--- config.mk ---
export PLATFORM = sky130hd
export DESIGN_NAME = io_wake_bank
export DESIGN_NICKNAME = d
export VERILOG_FILES = /design/src/hw/io_wake_bank.v /design/src/hw/pin_sync2.v /design/src/hw/int_pulse_gen.v
export VERILOG_INCLUDE_DIRS = /design/src /design/src/inc
export SDC_FILE = /design/constraint.sdc
export NUM_CORES = 1
export LEC_CHECK = 0
export BUFFER_PORTS_ARGS = -buffer_cell sky130_fd_sc_hd__buf_2
export CAP_MARGIN = 40
export CELL_PAD_IN_SITES_DETAIL_PLACEMENT = 0
export CELL_PAD_IN_SITES_GLOBAL_PLACEMENT = 1
export CORE_UTILIZATION = 45
export CTS_BUF_LIST = sky130_fd_sc_hd__clkbuf_4 sky130_fd_sc_hd__clkbuf_8
export DETAILED_ROUTE_END_ITERATION = 8
export MAX_ROUTING_LAYER = met4
export PLACE_DENSITY = 0.8
export SLEW_MARGIN = 20
export SYNTH_ARGS = -nofsm -noshare
export SYNTH_HDL_FRONTEND = slang
export SYNTH_HIERARCHICAL = 1
export SYNTH_SLANG_ARGS = --single-unit
--- constraint.sdc ---
create_clock -name clk -period 2.3 [get_ports clk]
set_clock_uncertainty 0.1 [all_clocks]
set_input_delay 0.345 -clock clk [delete_from_list [all_inputs] [get_ports clk]]
set_output_delay 0.345 -clock clk [all_outputs]
set_load 0.05 [all_outputs]
--- src/inc/io_wake_map.vh ---
/*
 Register addresses, field positions, reset values and timing counts for the
 pin wake and interrupt configuration bank. Assumes a 100 MHz system clock.
*/
`ifndef IO_WAKE_MAP_VH
`define IO_WAKE_MAP_VH

// 5-bit register addresses carried in frame bits 13..9
`define ADDR_WAKE_CFG_A 5'h04
`define ADDR_WAKE_CFG_B 5'h05
`define ADDR_INT_CFG 5'h06
`define ADDR_HW_REPORT 5'h08
`define ADDR_WAKE_SRC 5'h09
`define ADDR_PIN_LEVELS 5'h0B

// frame layout: bit15 write flag, 13..9 address, 8 parity, 7..0 data
`define FRAME_BITS 16
`define FRM_WRITE 15
`define FRM_ADDR_HI 13
`define FRM_ADDR_LO 9

// interrupt configuration fields
`define INT_DUR_BIT 7
`define INH_ALL_BIT 5
`define INH_SNS_BIT 4
`define INH_PRE_BIT 3
`define INH_CORE_BIT 2
`define INH_OTHERS_BIT 1
`define INH_CAN_BIT 0
`define INT_CFG_MASK 8'hBF

// wake edge encodings
`define EDGE_NONE 2'h0
`define EDGE_RISE 2'h1
`define EDGE_FALL 2'h2
`define EDGE_ANY 2'h3

`define CFG_RESET 8'h00

// interrupt pulse widths in microseconds and cycles at 100 MHz
`define CLK_MHZ 100
`define INT_LONG_US 100
`define INT_SHORT_US 25
`define INT_LONG_CYC (`INT_LONG_US * `CLK_MHZ)
`define INT_SHORT_CYC (`INT_SHORT_US * `CLK_MHZ)

`endif

--- src/hw/io_wake_bank.v ---
/*
 Pin wake and interrupt configuration bank reached over a 16-bit SPI frame.
 Assumes an SPI master in mode 0 (sample on rising sck, shift on falling),
 MSB first, cs_n framing, sck slower than clk / 8 (160 ns in the bench).
 Pins, straps, sck, mosi and cs_n are asynchronous and are synchronised here.
*/
`timescale 1ns/1ns
`include "io_wake_map.vh"

////////////////////////////////////////////////////////////////////////////////
// Behaviour
// - wake field 00 off, 01 rising, 10 falling, 11 either edge
// - six wake fields; register A pins 0-2, B pins 3-5, bits 7..2
// - pin 0 and pin 1 inhibit bits mask interrupt and group flag
// - register B bit1 masks pins 2-3, bit0 masks pins 4-5
// - duration bit: 0 gives 100 us pulse, 1 gives 25 us
// - global inhibit plus per-source inhibits for five regulator/CAN sources
// - pre-regulator inhibit blocks only pre-regulator status change interrupts
// - topology bit: 0 buck-boost, 1 buck only
// - aux unused bit: 0 aux present and switchable, 1 unused
// - pass device bit: 0 external transistor, 1 internal
// - ref strap 0=3.3V 1=5.0V; aux strap 0=5.0V 1=3.3V
// - debug bit: 0 normal, 1 debug mode selected
// - report bits sampled at reset and on leaving low-power off
// - per-pin wake flags set on wake event, clear on reset or read
// - bus wake flag in bit 0, set by CAN wake, cleared likewise
// - pin levels update in normal mode only, frozen in low-power off
// - level bits: pins 5,4 at 7,6; 3,2 at 4,3; 1,0 at 1,0
// - configuration registers writable only during initialisation phase
// - register address taken from frame bits 13 down to 9
// - second feedback monitoring removes pin 1 as wake source; its level still reads
module io_wake_bank (
  input wire clk, // 100 MHz system clock
  input wire srst, // synchronous reset, active high
  input wire sck, // SPI clock from host
  input wire cs_n, // SPI chip select, active low
  input wire mosi, // SPI data from host
  output reg miso, // SPI data to host
  output reg miso_oe, // miso drive enable, high while selected
  input wire [5:0] io_pin, // general I/O pin levels
  input wire bus_wake_evt, // CAN physical layer wake level/pulse
  input wire low_power_off_state, // device in low-power off state
  input wire init_phase, // initialisation window open
  input wire second_feedback_monitor_en, // pin 1 used for core feedback
  input wire [5:0] strap_in, // topology,aux_unused,pass,ref_v,aux_v,debug
  input wire sns_uv_evt, // battery sense undervoltage event
  input wire pre_evt, // pre-regulator status change
  input wire core_evt, // core regulator status change
  input wire others_evt, // other regulator status change
  input wire can_err_evt, // CAN error bits changed
  output reg int_n, // interrupt pulse, active low
  output reg io_group_flag, // unmasked pin wake pending
  output reg [5:0] wake_req // wake-up request per pin
);

  ////////////////////////////////////////////////////////////////////////////
  // synchronisers
  // every foreign input passes two flops; this costs three clocks of
  // latency on the link, which the four-clock half period of sck absorbs
  wire [5:0] pin_s;
  wire [5:0] strap_s;
  wire [6:0] misc_s;

  pin_sync2 #(.W(6)) u_pin_sync (
    .clk(clk),
    .srst(srst),
    .async_in(io_pin),
    .sync_out(pin_s)
  );

  pin_sync2 #(.W(6)) u_strap_sync (
    .clk(clk),
    .srst(srst),
    .async_in(strap_in),
    .sync_out(strap_s)
  );

  pin_sync2 #(.W(7)) u_misc_sync (
    .clk(clk),
    .srst(srst),
    // select is carried inverted so that the cleared flops read as idle
    .async_in({sck, ~cs_n, mosi, bus_wake_evt, low_power_off_state, init_phase,
               second_feedback_monitor_en}),
    .sync_out(misc_s)
  );

  wire sck_s = misc_s[6];
  wire cs_n_s = ~misc_s[5];
  wire mosi_s = misc_s[4];
  wire bus_wake_s = misc_s[3];
  wire low_power_off_state_s = misc_s[2];
  wire init_s = misc_s[1];
  wire fb_mon_s = misc_s[0];

  ////////////////////////////////////////////////////////////////////////////
  // edge helpers

  function edge_hit;
    input [1:0] mode;
    input now;
    input prev;
    begin
      case (mode)
        `EDGE_RISE: edge_hit = now & ~prev;
        `EDGE_FALL: edge_hit = ~now & prev;
        `EDGE_ANY: edge_hit = now ^ prev;
        default: edge_hit = 1'b0;
      endcase
    end
  endfunction

  reg sck_prev_q;
  reg cs_prev_q;
  reg bus_wake_prev_q;
  reg low_power_off_state_prev_q;
  reg [5:0] pin_prev_q;

  wire sck_rise = sck_s & ~sck_prev_q;
  wire sck_fall = ~sck_s & sck_prev_q;
  wire cs_start = ~cs_n_s & cs_prev_q;
  wire cs_end = cs_n_s & ~cs_prev_q;

  always @(posedge clk) begin
    if (srst) begin
      sck_prev_q <= 1'b0;
      cs_prev_q <= 1'b1;
      bus_wake_prev_q <= 1'b0;
      low_power_off_state_prev_q <= 1'b0;
      pin_prev_q <= 6'h00;
    end else begin
      sck_prev_q <= sck_s;
      cs_prev_q <= cs_n_s;
      bus_wake_prev_q <= bus_wake_s;
      low_power_off_state_prev_q <= low_power_off_state_s;
      pin_prev_q <= pin_s;
    end
  end

  ////////////////////////////////////////////////////////////////////////////
  // configuration registers
  reg [7:0] wake_cfg_a_q;
  reg [7:0] wake_cfg_b_q;
  reg [7:0] int_cfg_q;
  reg [7:0] hw_report_q;
  reg [5:0] pin_wake_flag_q;
  reg bus_wake_flag_q;
  reg [5:0] level_q;
  reg [5:0] pin_inh;
  reg [11:0] edge_cfg;
  reg [5:0] wake_hit;
  integer i;

  always @* begin
    edge_cfg = {wake_cfg_b_q[3:2], wake_cfg_b_q[5:4], wake_cfg_b_q[7:6],
                wake_cfg_a_q[3:2], wake_cfg_a_q[5:4], wake_cfg_a_q[7:6]};
    pin_inh = {wake_cfg_b_q[0], wake_cfg_b_q[0], wake_cfg_b_q[1], wake_cfg_b_q[1],
               wake_cfg_a_q[1], wake_cfg_a_q[0]};
    for (i = 0; i < 6; i = i + 1) begin
      wake_hit[i] = edge_hit(edge_cfg[2*i +: 2], pin_s[i], pin_prev_q[i]);
    end
    if (fb_mon_s) begin
      wake_hit[1] = 1'b0;
    end
  end

  ////////////////////////////////////////////////////////////////////////////
  // SPI frame engine
  // bits are taken on the synchronised rising sck and the answer shifts on
  // the falling one; a frame shorter than 16 bits commits nothing and clears
  // nothing, and bits past the 16th are ignored
  reg [4:0] bit_cnt_q;
  reg [15:0] rx_q;
  reg [15:0] tx_q;
  reg [4:0] addr_q;
  reg clear_src_q;

  function [7:0] read_mux;
    input [4:0] a;
    begin
      case (a)
        `ADDR_WAKE_CFG_A: read_mux = wake_cfg_a_q;
        `ADDR_WAKE_CFG_B: read_mux = wake_cfg_b_q;
        `ADDR_INT_CFG: read_mux = int_cfg_q;
        `ADDR_HW_REPORT: read_mux = hw_report_q;
        `ADDR_WAKE_SRC: read_mux = {pin_wake_flag_q[5:0], 1'b0, bus_wake_flag_q};
        `ADDR_PIN_LEVELS: read_mux = {level_q[5:4], 1'b0, level_q[3:2], 1'b0,
                                      level_q[1:0]};
        default: read_mux = 8'h00;
      endcase
    end
  endfunction

  // seven bits are in when the address is used, so it sits at the bottom
  wire [4:0] addr_now = rx_q[`FRM_ADDR_HI-`FRM_ADDR_LO:0];
  wire frame_done = cs_end & (bit_cnt_q == 5'h10);
  wire frame_wr = rx_q[`FRM_WRITE];
  wire [7:0] frame_data = rx_q[7:0];
  wire cfg_wr_ok = frame_done & frame_wr & init_s;

  always @(posedge clk) begin
    if (srst) begin
      bit_cnt_q <= 5'h00;
      rx_q <= 16'h0000;
      tx_q <= 16'h0000;
      addr_q <= 5'h00;
      clear_src_q <= 1'b0;
      miso <= 1'b0;
      miso_oe <= 1'b0;
    end else begin
      clear_src_q <= 1'b0;
      miso_oe <= ~cs_n_s;
      if (cs_start) begin
        bit_cnt_q <= 5'h00;
        tx_q <= 16'h0000;
        miso <= 1'b0;
      end else if (!cs_n_s && sck_rise && bit_cnt_q != 5'h10) begin
        rx_q <= {rx_q[14:0], mosi_s};
        bit_cnt_q <= bit_cnt_q + 5'h01;
        // data half of the answer is loaded once the address is known
        if (bit_cnt_q == 5'h07) begin
          addr_q <= addr_now;
          tx_q <= {8'h00, read_mux(addr_now)};
        end
      end else if (!cs_n_s && sck_fall) begin
        miso <= tx_q[7];
        tx_q <= {tx_q[14:0], 1'b0};
      end
      // flags cleared only once the full frame has shifted out
      if (frame_done && !frame_wr && addr_q == `ADDR_WAKE_SRC) begin
        clear_src_q <= 1'b1;
      end
    end
  end

  // flags shown in the answer; only these are cleared at frame end
  reg [6:0] src_snap_q;
  always @(posedge clk) begin
    if (srst) begin
      src_snap_q <= 7'h00;
    end else if (!cs_start && !cs_n_s && sck_rise && bit_cnt_q == 5'h07) begin
      src_snap_q <= {pin_wake_flag_q, bus_wake_flag_q};
    end
  end

  ////////////////////////////////////////////////////////////////////////////
  // register updates
  // writes land only at the end of a whole frame, so a cut frame is harmless
  always @(posedge clk) begin
    if (srst) begin
      wake_cfg_a_q <= `CFG_RESET;
      wake_cfg_b_q <= `CFG_RESET;
      int_cfg_q <= `CFG_RESET;
    end else if (cfg_wr_ok) begin
      case (addr_q)
        `ADDR_WAKE_CFG_A: wake_cfg_a_q <= frame_data;
        `ADDR_WAKE_CFG_B: wake_cfg_b_q <= frame_data;
        `ADDR_INT_CFG: int_cfg_q <= frame_data & `INT_CFG_MASK;
        default: ;
      endcase
    end
  end

  // straps caught on the third edge after reset and on leaving low-power off;
  // the synchroniser is cleared by reset, so earlier edges would see zeros
  reg [1:0] strap_wait_q;
  always @(posedge clk) begin
    if (srst) begin
      strap_wait_q <= 2'h0;
      hw_report_q <= 8'h00;
    end else begin
      if (strap_wait_q != 2'h3) begin
        strap_wait_q <= strap_wait_q + 2'h1;
      end
      if ((strap_wait_q == 2'h2) || (low_power_off_state_prev_q && !low_power_off_state_s)) begin
        hw_report_q <= {strap_s[5:1], 1'b1, 1'b0, strap_s[0]};
      end
    end
  end

  wire bus_hit = bus_wake_s & ~bus_wake_prev_q;
  // an event that came after the answer was taken survives the clear
  wire [6:0] src_clr = clear_src_q ? src_snap_q : 7'h00;

  always @(posedge clk) begin
    if (srst) begin
      pin_wake_flag_q <= 6'h00;
      bus_wake_flag_q <= 1'b0;
    end else begin
      // a new event wins over the read clear
      pin_wake_flag_q <= (pin_wake_flag_q & ~src_clr[6:1]) | wake_hit;
      bus_wake_flag_q <= (bus_wake_flag_q & ~src_clr[0]) | bus_hit;
    end
  end

  always @(posedge clk) begin
    if (srst) begin
      level_q <= 6'h00;
    end else if (!low_power_off_state_s) begin
      level_q <= pin_s;
    end
  end

  ////////////////////////////////////////////////////////////////////////////
  // interrupt sources
  // wake_hit is a one-cycle strobe, so a held pin level fires only once;
  // the global inhibit is applied last and overrides every per-source bit
  wire [5:0] pin_int = wake_hit & ~pin_inh;
  wire src_evt = (sns_uv_evt & ~int_cfg_q[`INH_SNS_BIT]) |
                 (pre_evt & ~int_cfg_q[`INH_PRE_BIT]) |
                 (core_evt & ~int_cfg_q[`INH_CORE_BIT]) |
                 (others_evt & ~int_cfg_q[`INH_OTHERS_BIT]) |
                 (can_err_evt & ~int_cfg_q[`INH_CAN_BIT]);
  wire int_trig = ~int_cfg_q[`INH_ALL_BIT] & (src_evt | (|pin_int));
  wire int_n_w;

  int_pulse_gen u_pulse (
    .clk(clk),
    .srst(srst),
    .trigger(int_trig),
    .short_sel(int_cfg_q[`INT_DUR_BIT]),
    .int_n(int_n_w)
  );

  // outputs registered once more so every port comes from a flip-flop
  always @(posedge clk) begin
    if (srst) begin
      int_n <= 1'b1;
      io_group_flag <= 1'b0;
      wake_req <= 6'h00;
    end else begin
      int_n <= int_n_w;
      io_group_flag <= |(pin_wake_flag_q & ~pin_inh);
      wake_req <= wake_hit;
    end
  end
endmodule

--- src/hw/pin_sync2.v ---
/*
 Two flip-flop synchroniser, one per bit of a bus.
 Assumes inputs may change at any time relative to clk.
*/
`timescale 1ns/1ns
module pin_sync2 #(
  parameter W = 1
) (
  input wire clk, // system clock
  input wire srst, // synchronous reset, active high
  input wire [W-1:0] async_in, // foreign-domain levels
  output reg [W-1:0] sync_out // synchronised levels
);
  reg [W-1:0] meta_q;

  always @(posedge clk) begin
    if (srst) begin
      meta_q <= {W{1'b0}};
      sync_out <= {W{1'b0}};
    end else begin
      meta_q <= async_in;
      sync_out <= meta_q;
    end
  end
endmodule

--- src/hw/int_pulse_gen.v ---
/*
 Interrupt pulse stretcher: a trigger starts a low-active pulse of a long
 or short width. Assumes trigger is a one-cycle pulse on clk.
*/
`timescale 1ns/1ns
`include "io_wake_map.vh"
module int_pulse_gen #(
  parameter [13:0] LONG_CYC = `INT_LONG_CYC,
  parameter [13:0] SHORT_CYC = `INT_SHORT_CYC
) (
  input wire clk, // system clock
  input wire srst, // synchronous reset, active high
  input wire trigger, // start a pulse
  input wire short_sel, // 1 selects short width
  output reg int_n // interrupt output, active low
);
  reg [13:0] cnt_q;

  // a trigger during a running pulse restarts the width
  always @(posedge clk) begin
    if (srst) begin
      cnt_q <= 14'h0000;
      int_n <= 1'b1;
    end else if (trigger) begin
      cnt_q <= (short_sel ? SHORT_CYC : LONG_CYC) - 14'h0001;
      int_n <= 1'b0;
    end else if (cnt_q != 14'h0000) begin
      cnt_q <= cnt_q - 14'h0001;
    end else begin
      int_n <= 1'b1;
    end
  end
endmodule

**After elaboration in Yosys (flattened, before gate mapping)**

Index checks and enable logic that the tools add are counted.

- Bits in registers: 160
- Output and inout port bits: 10

- Bitwise operators: 72
- Eq/ne operators: 35
- Reductions and logical operators: 26
- Add/sub/neg operators: 4
- Muxes and demuxes: 18

Operator list:

| kind | count |
|---|---|
| $pmux 8 s6 | 1 |
| $mux 14 | 3 |
| $eq 5x3->1 const B | 7 |
| $sub 14x1->14 const B | 2 |
| $and 1x1->1 | 27 |
| $not 1->1 | 27 |
| $eq 2x2->1 const B | 13 |
| $mux 8 | 3 |
| $eq 5x4->1 const B | 4 |
| $and 6x6->6 | 3 |
| $pmux 1 s3 | 6 |
| $reduce_bool 14->1 | 1 |
| $eq 2x1->1 const B | 6 |
| $not 6->6 | 2 |
| $reduce_and 2->1 | 6 |
| $reduce_or 6->1 | 2 |
| $logic_and 1x1->1 | 9 |
| $mux 7 | 1 |
| $or 1x1->1 | 6 |
| $or 6x6->6 | 1 |
| $xor 1x1->1 | 6 |
| $add 5x1->5 const B | 1 |
| $eq 5x5->1 const B | 1 |
| $ne 5x5->1 const B | 1 |
| 9 further kinds | 16 |

**Depth between registers and ports, before layout**

Gate-level depths: netlist of run 1.

- Depth in word-level cells: 9
- Mapped depth: 11
- Depth with buffers taken out: 11

**Cells and area by module**

Netlist of run 1, hierarchy kept.

By module, submodules not included:

| module | instances | area each (um^2) | cells an instance |
|---|---|---|---|
| io_wake_bank | 1 | 4777.1 | 538 |
| int_pulse_gen | 1 | 733.2 | 77 |
| pin_sync2 (u_pin_sync ...) | 2 | 366.6 | 25 |
| pin_sync2 (u_misc_sync) | 1 | 407.9 | 29 |

**Worst setup path after synthesis of run 1**

Ideal clock, no wire load.

- Kind: register to register
- From: register pin_prev_q[3]
- To: register u_pulse.cnt_q[4]
- Path slack: -0.155 ns
- Stages on the path, launching flop included: 12
- Buffers on the path: 1
- Arrival time: 2.240 ns
- Cells stage by stage: dfxtp_1 > inv_1 > ha_1 > or2_2 > a31oi_1 > a31oi_1 > a2111oi_0 > nor2_1 > inv_1 > clkbuf_1 > a31oi_2 > and3_1

- Longest elaborated chain between the ends: 8
- Elaborated cells between the ends (all ways): 11
- Those cells by class: 2 x mux; 7 x bitwise; 2 x reduce/logical

RTL lines:

| element | RTL line | RTL |
|---|---|---|
| start: declaration | io_wake_bank.v:116 | `reg [5:0] pin_prev_q;` |
| start signal: assignment | io_wake_bank.v:135 | `pin_prev_q <= pin_s;` |
| $not 1->1 | io_wake_bank.v:104 | `` `EDGE_RISE: edge_hit = now & ~prev; `` |
| $and 1x1->1 | io_wake_bank.v:104 |  |
| $pmux 1 s3 (*) | io_wake_bank.v:103 | `case (mode)` |
| $and 6x6->6 (*) | io_wake_bank.v:307 | `wire [5:0] pin_int = wake_hit & ~pin_inh;` |
| $reduce_or 6->1 (*) | io_wake_bank.v:313 | `` wire int_trig = ~int_cfg_q[`INH_ALL_BIT] & (src_evt \| (\|pin_int)); `` |
| $or 1x1->1 (*) | io_wake_bank.v:313 |  |
| $and 1x1->1 (*) | io_wake_bank.v:313 |  |
| via int_trig | io_wake_bank.v:313 |  |
| $mux 14 or $reduce_bool 2->1 (tied branches) | - |  |
| end signal: assignment | int_pulse_gen.v:25 | `cnt_q <= (short_sel ? SHORT_CYC : LONG_CYC) - 14'h0001;` |
| end signal: assignment | int_pulse_gen.v:28 | `cnt_q <= cnt_q - 14'h0001;` |
| end: declaration | int_pulse_gen.v:17 | `reg [13:0] cnt_q;` |

Mark *: on every way through the listed nets, which the timed path passes. The rest lies on a longest branch.
A chain may end at the register's enable or synchronous reset.

**Worst setup path in the final report of run 1**

- From: register pin_prev_q[0]
- To: register u_pulse.cnt_q[3]

The elaborated chain is that of the path after synthesis.

==> qor.txt, run 1 <==
Post-Synthesis Cells - 694
Clock Sinks - 160
GPL Wtd Cong - 0.915
post-synthesis simple-gate area fraction - 23.3%
first-pass GRT wire length - 24700 um
DR pass1 iterations - 7
IO Port Bufs - 35
total gr overflow - 0
Hold Fails Final Rpt - 0
CP Max Fanout - 6
fillers - 1267
Detailed Place HPWL - 10600 um
switching power - 1.26 mW
# nets final - 822
pwr dens - 626 nW/um^2
Synthesized Nets - 736
internal power - 3.73 mW
Crit. Startpoint - pin_prev_q[0]$_SDFF_PP0_
synth warn - 6
mux contribution to synthesized area - 7.75%
#FFs+latches synth - 160
RR Startpoint - pin_prev_q[0]$_SDFF_PP0_
layout cells sized above 1 - 26.1%
max-slew violations - 0
Leak - 3.20 nW
number of distinct library cells after synthesis - 75
dominant synthesized flop cell - dfxtp_1
Die Width - 124 um
clk root buf - clkbuf_8
peak supply drop - 0.401 mV
Final min period - 2.39 ns
Final Util - 55.1%
Tightest Hold Check Type - input port to register
Setup Viol. Count Final - 6
CP Launch Type - register
Tot Pwr - 4.99 mW
WL per Instance - 15.5 um
Reg power frac - 57.7%
EDFF count, synth - 0
via count - 5098
main combinational cell family by area after synthesis - simple AND/OR/NAND/NOR gates
RSZ-0062 raised after global routing - true
critical path arrival - 2.62 ns
Final ANT Viol Nets - 0
Remaining DRCs - 1
Synth Area in XOR/XNOR - 1.19%
part of the cycle the worst path needs - 104%
DP Cell Count - 919
starting density of the core - 45.9%
Register-to-Register Path Depth - 11
Mapped Area - 6650 um^2
antenna diode count - 0
initial antenna violation count - 0
Skew-Pair Late Insertion Delay - 0.46 ns
DRT iter0 DRCs - 427
Area Growth Syn to Fin - 19.9%
drt via density - 5.22
Die Ht - 124 um
Critical Path RT - 2.53 ns
crit path kind - register to register
syn_area_per_cell - 9.58 um^2
final instance area - 7980 um^2
clock share of power - 36.4%
Hold Startpoint - cs_n
Tightest Pin Transition - 0.627 ns
max-cap violations - 0
Worst-path clk slew - 0.09 ns
post-place instance area - 7210 um^2
pin count of the biggest net entering global routing - 53
Switching Share - 25.3%
hold path cells - 3
full die area - 15300 um^2
setup_tns - -0.231 ns
final wirelength - 15100 um
Synth Area in Adders - 3.01%
Max Freq - 419 MHz
sequential cell area fraction in the yosys report - 48.2%
Rows - 44
Final Instance Count excl. Fillers - 976
post-synthesis compound-gate area fraction - 12.4%
violated checks - DRC, setup timing
Async S/R FF share, synth - 0%
core area - 14500 um^2
vias in the first global route - 4988
Worst setup EP type - register
Num CTS Buffers - 17
relative slew slack - 57.1%
I/O Pins - 36
status - complete, but fails checks
CTS tree - done
H-tree Lvls - 4
combinational cell fraction of total power - 5.9%
GR Util All Layers - 22.1%
final worst slack - -0.0881 ns
Clock Tree Buf Depth - 2
## registers in the layout, indices dropped and copies added (netlist names), 6 cells and up
register,cells
wake_cfg_b_q,8
u_strap_sync/meta_q,6
u_misc_sync/meta_q,7
u_misc_sync/sync_out,7
pin_prev_q,6
wake_req,6
tx_q,8
u_strap_sync/sync_out,6
rx_q,16
u_pulse/cnt_q,14
wake_cfg_a_q,8
u_pin_sync/meta_q,6
u_pin_sync/sync_out,6
int_cfg_q,7
hw_report_q,7
pin_wake_flag_q,6
level_q,6
src_snap_q,7
## what timing repair did
action                                  CTS  global route
pin swaps                                15            10
hold buffers                             18             0
endpoints found under the hold margin    18             0
buffers inserted                          6             2
endpoints found under the setup margin   15            14
gates resized for setup                  35            11
## per-stage QoR
step / setup WS [ns] / hold WS [ns]
after floorplan: 0.00856 / 0.311
after global placement: -0.190 / 0.318
after detailed placement: -0.430 / 0.325
after CTS: -0.156 / 0.0352
after global routing: -0.173 / 0.0739
final: -0.0881 / 0.0602
## Yosys cell counts (all sizes together), types with 2 or more instances
cell / count / area share [%]
a2111oi: 4 / 0.81
a211oi: 2 / 0.23
a21boi: 2 / 0.23
a21oi: 52 / 4.3
a221oi: 3 / 0.40
a22oi: 5 / 0.56
a2bb2oi: 2 / 0.26
a31oi: 9 / 0.94
and2: 5 / 0.49
and2b: 8 / 0.98
and3: 3 / 0.28
and3b: 6 / 0.79
buf: 19 / 1.8
clkbuf: 16 / 0.90
dfxtp: 160 / 48
ha: 16 / 3.0
inv: 26 / 1.5
mux2: 4 / 0.68
mux2i: 47 / 7.1
nand2: 78 / 4.6
nand2b: 4 / 0.38
nand3: 4 / 0.30
nand3b: 8 / 0.90
nand4b: 2 / 0.26
nor2: 79 / 4.5
nor2b: 48 / 5.9
nor3: 10 / 0.92
nor3b: 2 / 0.30
nor4: 4 / 1.1
o21a: 2 / 0.23
o21ai: 21 / 1.6
o22ai: 3 / 0.28
o311a: 2 / 0.30
o41ai: 2 / 0.26
or2: 4 / 0.38
or3: 2 / 0.26
or3b: 2 / 0.26
xnor2: 5 / 0.66
xor2: 4 / 0.53
## power groups by stage
stage | sequential, mW | clock (mW) | combinational [mW]
final | 2.88 | 1.82 | 0.294
after global routing | 2.89 | 1.97 | 0.331
after CTS | 2.88 | 1.86 | 0.296
after detailed placement | 2.94 | 0 | 0.258
after global placement | 2.94 | 0 | 0.249
after floorplan | 2.93 | 0 | 0.187
## layout make-up
class / instances / area, um^2 / area share (%)
Clock buffer: 17 / 234 / 2.93
Clock inverter: 14 / 108 / 1.35
Inverter: 26 / 97.6 / 1.22
Multi-Input combinational cell: 473 / 3350 / 41.9
Sequential cell: 160 / 3210 / 40.3
Tap cell: 184 / 230 / 2.89
Timing Repair Buffer: 102 / 749 / 9.39
## worst max-delay path, stage by stage, from the launching register on
cell	delay, ns
dfxtp_2	0.36
inv_2	0.05
ha_4	0.14
or2_4	0.23
a31oi_4	0.18
o2111ai_2	0.14
a2111oi_4	0.35
nor2_2	0.10
buf_6	0.15
buf_4	0.13
o31ai_2	0.22
a311oi_1	0.08
## per-layer routing
metal	wire length, um	vias to the layer above	GRT usage (%)
met3	522	23	5.04
met4	253	0	7.98
met5	0	-	-
met1	6960	2444	26.4
li1	-	2541	-
met2	7360	90	36.5
## kinds of logic after synthesis
group                    count (synthesis)
adder cells (fa/ha/maj)                 16
AO/OA/AOI/OAI                          124
XOR/XNOR                                 9
buffers and inverters                   61
AND/OR/NAND/NOR                        273
multiplexers                            51
flip-flops                             160
## layout by cell type, fill, tap and decap left out, types with 4 or more instances in the layout
| master | Yosys | layout |
|---|---|---|
| and2_1 | 4 | 4 |
| nor2b_4 | 4 | 4 |
| nor2_1 | 79 | 78 |
| nor2b_1 | 18 | 17 |
| o21ai_1 | 2 | 4 |
| nor3_1 | 9 | 9 |
| dfxtp_2 | 0 | 5 |
| buf_2 | 13 | 34 |
| mux2i_1 | 47 | 47 |
| o21ai_0 | 19 | 15 |
| ha_1 | 16 | 14 |
| clkbuf_8 | 0 | 17 |
| a21oi_1 | 45 | 43 |
| and2b_2 | 4 | 4 |
| mux2_2 | 4 | 4 |
| and2b_1 | 4 | 4 |
| inv_1 | 26 | 24 |
| inv_6 | 0 | 4 |
| nand3b_1 | 8 | 8 |
| dlygate4sd3_1 | 0 | 18 |
| nand2b_1 | 4 | 4 |
| nand2_1 | 74 | 73 |
| and3b_1 | 6 | 5 |
| clkinv_4 | 0 | 4 |
| nor2b_2 | 26 | 27 |
| xor2_1 | 4 | 4 |
| buf_4 | 2 | 46 |
| dfxtp_1 | 160 | 154 |
| nand2_2 | 4 | 5 |
| a22oi_1 | 5 | 5 |
| a21oi_2 | 7 | 8 |
| xnor2_1 | 5 | 5 |
| a31oi_4 | 0 | 6 |
| nand3_1 | 4 | 4 |
## path summary, 6_finish.rpt
kind                                       endpoint  slack (ns)
hold reg to reg   u_pin_sync/sync_out[4]$_SDFF_PP0_        0.34
setup reg to reg      u_pulse/cnt_q[3]$_SDFFE_PP0P_       -0.09
setup / recovery      u_pulse/cnt_q[3]$_SDFFE_PP0P_       -0.09
hold / removal     u_misc_sync/meta_q[5]$_SDFF_PP0_        0.06
Power figures use the tool's default switching activity.
==> run 2, diff against run 1 <==
Settings changed: PLACE_DENSITY 0.8 to 0.77, REMOVE_ABC_BUFFERS set to 1.
Clock period 2.3 ns to 2.8 ns, I/O delays scaled along.
==> qor.txt, run 2 (synthesis gave the netlist of run 1 again) <==
antenna diode count - 0
layout cells sized above 1 - 19.8%
first-pass GRT wire length - 23100 um
WL per Instance - 15.2 um
Setup WS pre-CTS - -0.000427 ns
Switching Share - 23.6%
Reg2Reg Setup Slack - 0.19 ns
register with the most flip-flops - rx_q
final worst slack - 0.194 ns
Clock Sinks - 160
Max Freq - 384 MHz
register area - 3200 um^2
commonest cells after routing, fill and taps aside - dfxtp_1, nor2_1, nand2_1
max-slew violations - 0
critical path arrival - 2.87 ns
fillers - 1343
combinational cell fraction of total power - 4.8%
Hold Startpoint - sck
core area - 14500 um^2
number of flip-flops in the largest register - 16
Num CTS Buffers - 17
Die Ht - 124 um
Largest regs - rx_q x16, u_pulse/cnt_q x14
IO Port Bufs - 35
Tightest Hold Check Type - input port to register
GR Util All Layers - 20.9%
RSZ-0062 raised after global routing - false
met1 wire length - 6730 um
Clock Tree Buf Depth - 2
drt via density - 5.30
internal power - 3.22 mW
CP Max Fanout - 11
Area Growth Syn to Fin - 10.9%
max-cap violations - 0
Remaining DRCs - 0
Rows - 44
Die Width - 124 um
starting density of the core - 45.9%
hold path cells - 2
Hold Fails Final Rpt - 0
DR pass1 iterations - 5
Worst-path clk slew - 0.09 ns
hold path endpoint - u_misc_sync/meta_q[6]$_SDFF_PP0_
total gr overflow - 0
Final ANT Viol Nets - 0
WHS - 0.0656 ns
vias in the first global route - 4680
I/O Pins - 36
DRT iter0 DRCs - 376
status - completed
CTS tree - done
met3 wire length - 570 um
CP Launch Type - register
FF-to-FF End - u_pulse/cnt_q[3]$_SDFFE_PP0P_
DR top layer - met4
pwr dens - 571 nW/um^2
multi-input logic area - 3190 um^2
Setup Viol. Count Final - 0
pin count of the biggest net entering global routing - 76
GPL Wtd Cong - 0.828
setup_tns - 0 ns
Tot Pwr - 4.21 mW
Tightest Pin Transition - 0.741 ns
Register-to-Register Path Depth - 12
# nets final - 767
initial antenna violation count - 0
commonest non-fill, non-tap cell in the layout - dfxtp_1
peak supply drop - 0.339 mV
Skew-Pair Late Insertion Delay - 0.46 ns
via count - 4878
part of the cycle the worst path needs - 93.1%
Final Util - 51.0%
full die area - 15300 um^2
relative slew slack - 49.9%
clock share of power - 39.1%
Worst setup EP type - register
H-tree Lvls - 4
Critical Path RT - 3.07 ns
met2 WL - 6370 um
switching power - 0.994 mW
final wirelength - 13900 um
Reg power frac - 56.2%
Leak - 2.93 nW
Detailed Place HPWL - 9750 um
RR Startpoint - pin_prev_q[0]$_SDFF_PP0_
clk root buf - clkbuf_8
Final min period - 2.61 ns
crit path kind - register to register
## run 2: changes by cell type in the layout (fill, tap and decap cells not counted), sizes merged
cell,previous run,this run
clkinvlp,3,4
clkbuf,17,18
clkinv,7,2
buf,84,47
dlygate4sd3,18,0
bufinv,0,2
## run 2: power by group through the flow
stage | Clock [mW] | Sequential, mW | Combinational [mW]
after detailed placement | 0 | 2.42 | 0.203
after global placement | 0 | 2.42 | 0.197
after floorplan | 0 | 2.41 | 0.119
after global routing | 1.80 | 2.37 | 0.224
after CTS | 1.71 | 2.37 | 0.204
final | 1.65 | 2.36 | 0.200
## run 2: critical path, stage by stage, from the launching register on
cell and delay (ns):
dfxtp_1 0.34, inv_1 0.05, ha_1 0.16, or2_2 0.26
a31oi_1 0.32, o2111ai_1 0.17, a2111oi_2 0.26, buf_4 0.16
nor2_1 0.04, buf_4 0.18, a21oi_1 0.17, o31ai_1 0.11
a311oi_1 0.19
## run 2: final cells by class
type,instances,area share [%]
timing repair buffer,47,3.80
clock inverter,12,1.83
inverter,26,1.32
sequential,160,43.4
clock buffer,18,3.27
multi-input combinational,473,43.2
tap,184,3.12
## run 2: per-layer routing
metal	up-vias	GRT usage [%]
met2	93	32.1
met1	2339	26.2
met3	22	5.31
met4	0	8.81
li1	2424	-
met5	-	-
## run 2: worst max-delay path by stage
stage | start | end | slack [ns] | cells after the start
after floorplan | pin_prev_q[3]$_SDFF_PP0_ | u_pulse/cnt_q[7]$_SDFFE_PP0P_ | 0.18 | 11
after global placement | pin_prev_q[0]$_SDFF_PP0_ | u_pulse/cnt_q[7]$_SDFFE_PP0P_ | 0.08 | 12
after detailed placement | pin_prev_q[3]$_SDFF_PP0_ | u_pulse/cnt_q[3]$_SDFFE_PP0P_ | -0.0004 | 12
after CTS | pin_prev_q[3]$_SDFF_PP0_ | u_pulse/cnt_q[3]$_SDFFE_PP0P_ | 0.05 | 12
after global routing | pin_prev_q[0]$_SDFF_PP0_ | u_pulse/cnt_q[3]$_SDFFE_PP0P_ | 0.00008 | 12
final | pin_prev_q[0]$_SDFF_PP0_ | u_pulse/cnt_q[3]$_SDFFE_PP0P_ | 0.19 | 12
## run 2: metrics by stage
stage | cells | cell area (um^2)
6_report | 920 | 7380
5_1_grt | 920 | 7380
4_1_cts | 920 | 7360
3_5_place_dp | 890 | 6980
3_3_place_gp | 890 | 6980
2_1_floorplan | 659 | 6470
## run 2: what timing repair did
item	4_1_cts	5_1_grt
hold buffers	0	0
endpoints found under the setup margin	2	7
pin swaps	0	0
gates cloned	0	0
buffers inserted	0	0
resized for setup	1	3
==> run 3, diff against run 2 <==
Settings changed: BUFFER_PORTS_ARGS -buffer_cell sky130_fd_sc_hd__buf_2 to -buffer_cell sky130_fd_sc_hd__buf_4.
==> qor.txt, run 3 (synthesis gave the netlist of run 1 again) <==
final instance area - 7500 um^2
peak supply drop - 0.379 mV
WL per Instance - 15.1 um
clock share of power - 39.4%
Setup Viol. Count Final - 0
part of the cycle the worst path needs - 91.9%
Num CTS Buffers - 17
Rows - 44
Remaining DRCs - 0
total gr overflow - 0
critical path arrival - 2.83 ns
via count - 4785
Leak - 2.96 nW
Max Freq - 388 MHz
register with the most flip-flops - rx_q
CP Launch Type - register
DRT iter0 DRCs - 265
pin count of the biggest net entering global routing - 59
Clock Sinks - 160
commonest non-fill, non-tap cell in the layout - dfxtp_1
CTS tree - done
H-tree Lvls - 4
drt via density - 5.20
combinational cell fraction of total power - 5.0%
Final min period - 2.57 ns
Final Util - 51.8%
Setup WS pre-CTS - -0.0629 ns
Worst setup EP type - register
layout cells sized above 1 - 20.2%
Worst-path clk slew - 0.08 ns
WHS - 0.0670 ns
hold-fix buffers at CTS - 0
Area Growth Syn to Fin - 12.8%
GR Util All Layers - 20.6%
Die Width - 124 um
postcts setup bufs - 0
antenna diode count - 0
post-place instance area - 7070 um^2
first-pass GRT wire length - 23000 um
max-cap violations - 0
RSZ-0062 raised after global routing - false
Switching Share - 24.0%
number of flip-flops in the largest register - 16
commonest cells after routing, fill and taps aside - dfxtp_1, nor2_1, nand2_1
crit path kind - register to register
DR pass1 iterations - 4
DP Cell Count - 890
GPL Wtd Cong - 0.866
max-slew violations - 0
status - completed
setup_tns - 0 ns
Hold Fails Final Rpt - 0
switching power - 1.02 mW
IO Port Bufs - 35
Largest regs - rx_q x16, u_pulse/cnt_q x14
CP Max Fanout - 11
initial antenna violation count - 0
Tot Pwr - 4.25 mW
Final Instance Count excl. Fillers - 921
full die area - 15300 um^2
final worst slack - 0.226 ns
Final ANT Viol Nets - 0
Clock Tree Buf Depth - 2
Skew-Pair Late Insertion Delay - 0.46 ns
Reg power frac - 55.7%
starting density of the core - 45.9%
Detailed Place HPWL - 9770 um
pwr dens - 566 nW/um^2
Tightest Pin Transition - 0.715 ns
Critical Path RT - 3.06 ns
vias in the first global route - 4593
final wirelength - 14000 um
relative slew slack - 51.7%
internal power - 3.23 mW
Die Ht - 124 um
I/O Pins - 36
core area - 14500 um^2
# nets final - 766
clk root buf - clkbuf_8
Tightest Hold Check Type - input port to register
run 3: critical path: stages, from the launching register on:
cell and delay [ns]:
dfxtp_2 0.33, inv_1 0.04, ha_1 0.15, or2_2 0.30, a31oi_4 0.23, o2111ai_2 0.18
a2111oi_4 0.38, nor2_1 0.10, buf_4 0.19, a21oi_2 0.15, o31ai_1 0.09, a311oi_1 0.25
run 3: routing by layer:
| metal | up-vias | global-route usage [%] | part of all wire [%] |
|---|---|---|---|
| li1 | 2422 | - | - |
| met1 | 2256 | 26.2 | 48 |
| met2 | 83 | 31.5 | 46 |
| met3 | 24 | 3.98 | 4.5 |
| met4 | 0 | 9.71 | 1.8 |
| met5 | - | - | 0 |
run 3: power by group through the flow:
stage	Sequential (mW)	Combinational, mW	Clock [mW]
after floorplan	2.41	0.119	0
after global placement	2.42	0.208	0
after detailed placement	2.42	0.212	0
after CTS	2.37	0.214	1.73
after global routing	2.37	0.237	1.83
final	2.36	0.211	1.67
run 3: worst paths after layout:
path                                                       start                                 end  slack [ns]  cells past startpoint
worst max-delay path                    pin_prev_q[0]$_SDFF_PP0_       u_pulse/cnt_q[3]$_SDFFE_PP0P_        0.23                     11
worst min-delay path                                         sck    u_misc_sync/meta_q[6]$_SDFF_PP0_        0.07                      2
worst max register to register          pin_prev_q[0]$_SDFF_PP0_       u_pulse/cnt_q[3]$_SDFFE_PP0P_        0.23                     11
worst min register to register  u_misc_sync/meta_q[4]$_SDFF_PP0_  u_misc_sync/sync_out[4]$_SDFF_PP0_        0.34                      1
run 3: cell type report:
cell class,instances,area (um^2)
clock buffers,17,234
repair buffers,46,358
inverters,26,97.6
well taps,184,230
multi-input cells,473,3220
fillers,1334,6980
clock inverters,15,159
flip-flops and latches,160,3200
run 3: what timing repair did:
action / in CTS / in global routing
pin swaps: 0 / 4
hold endpoints to repair: 0 / 0
resized for setup: 1 / 7
endpoints found under the setup margin: 5 / 10
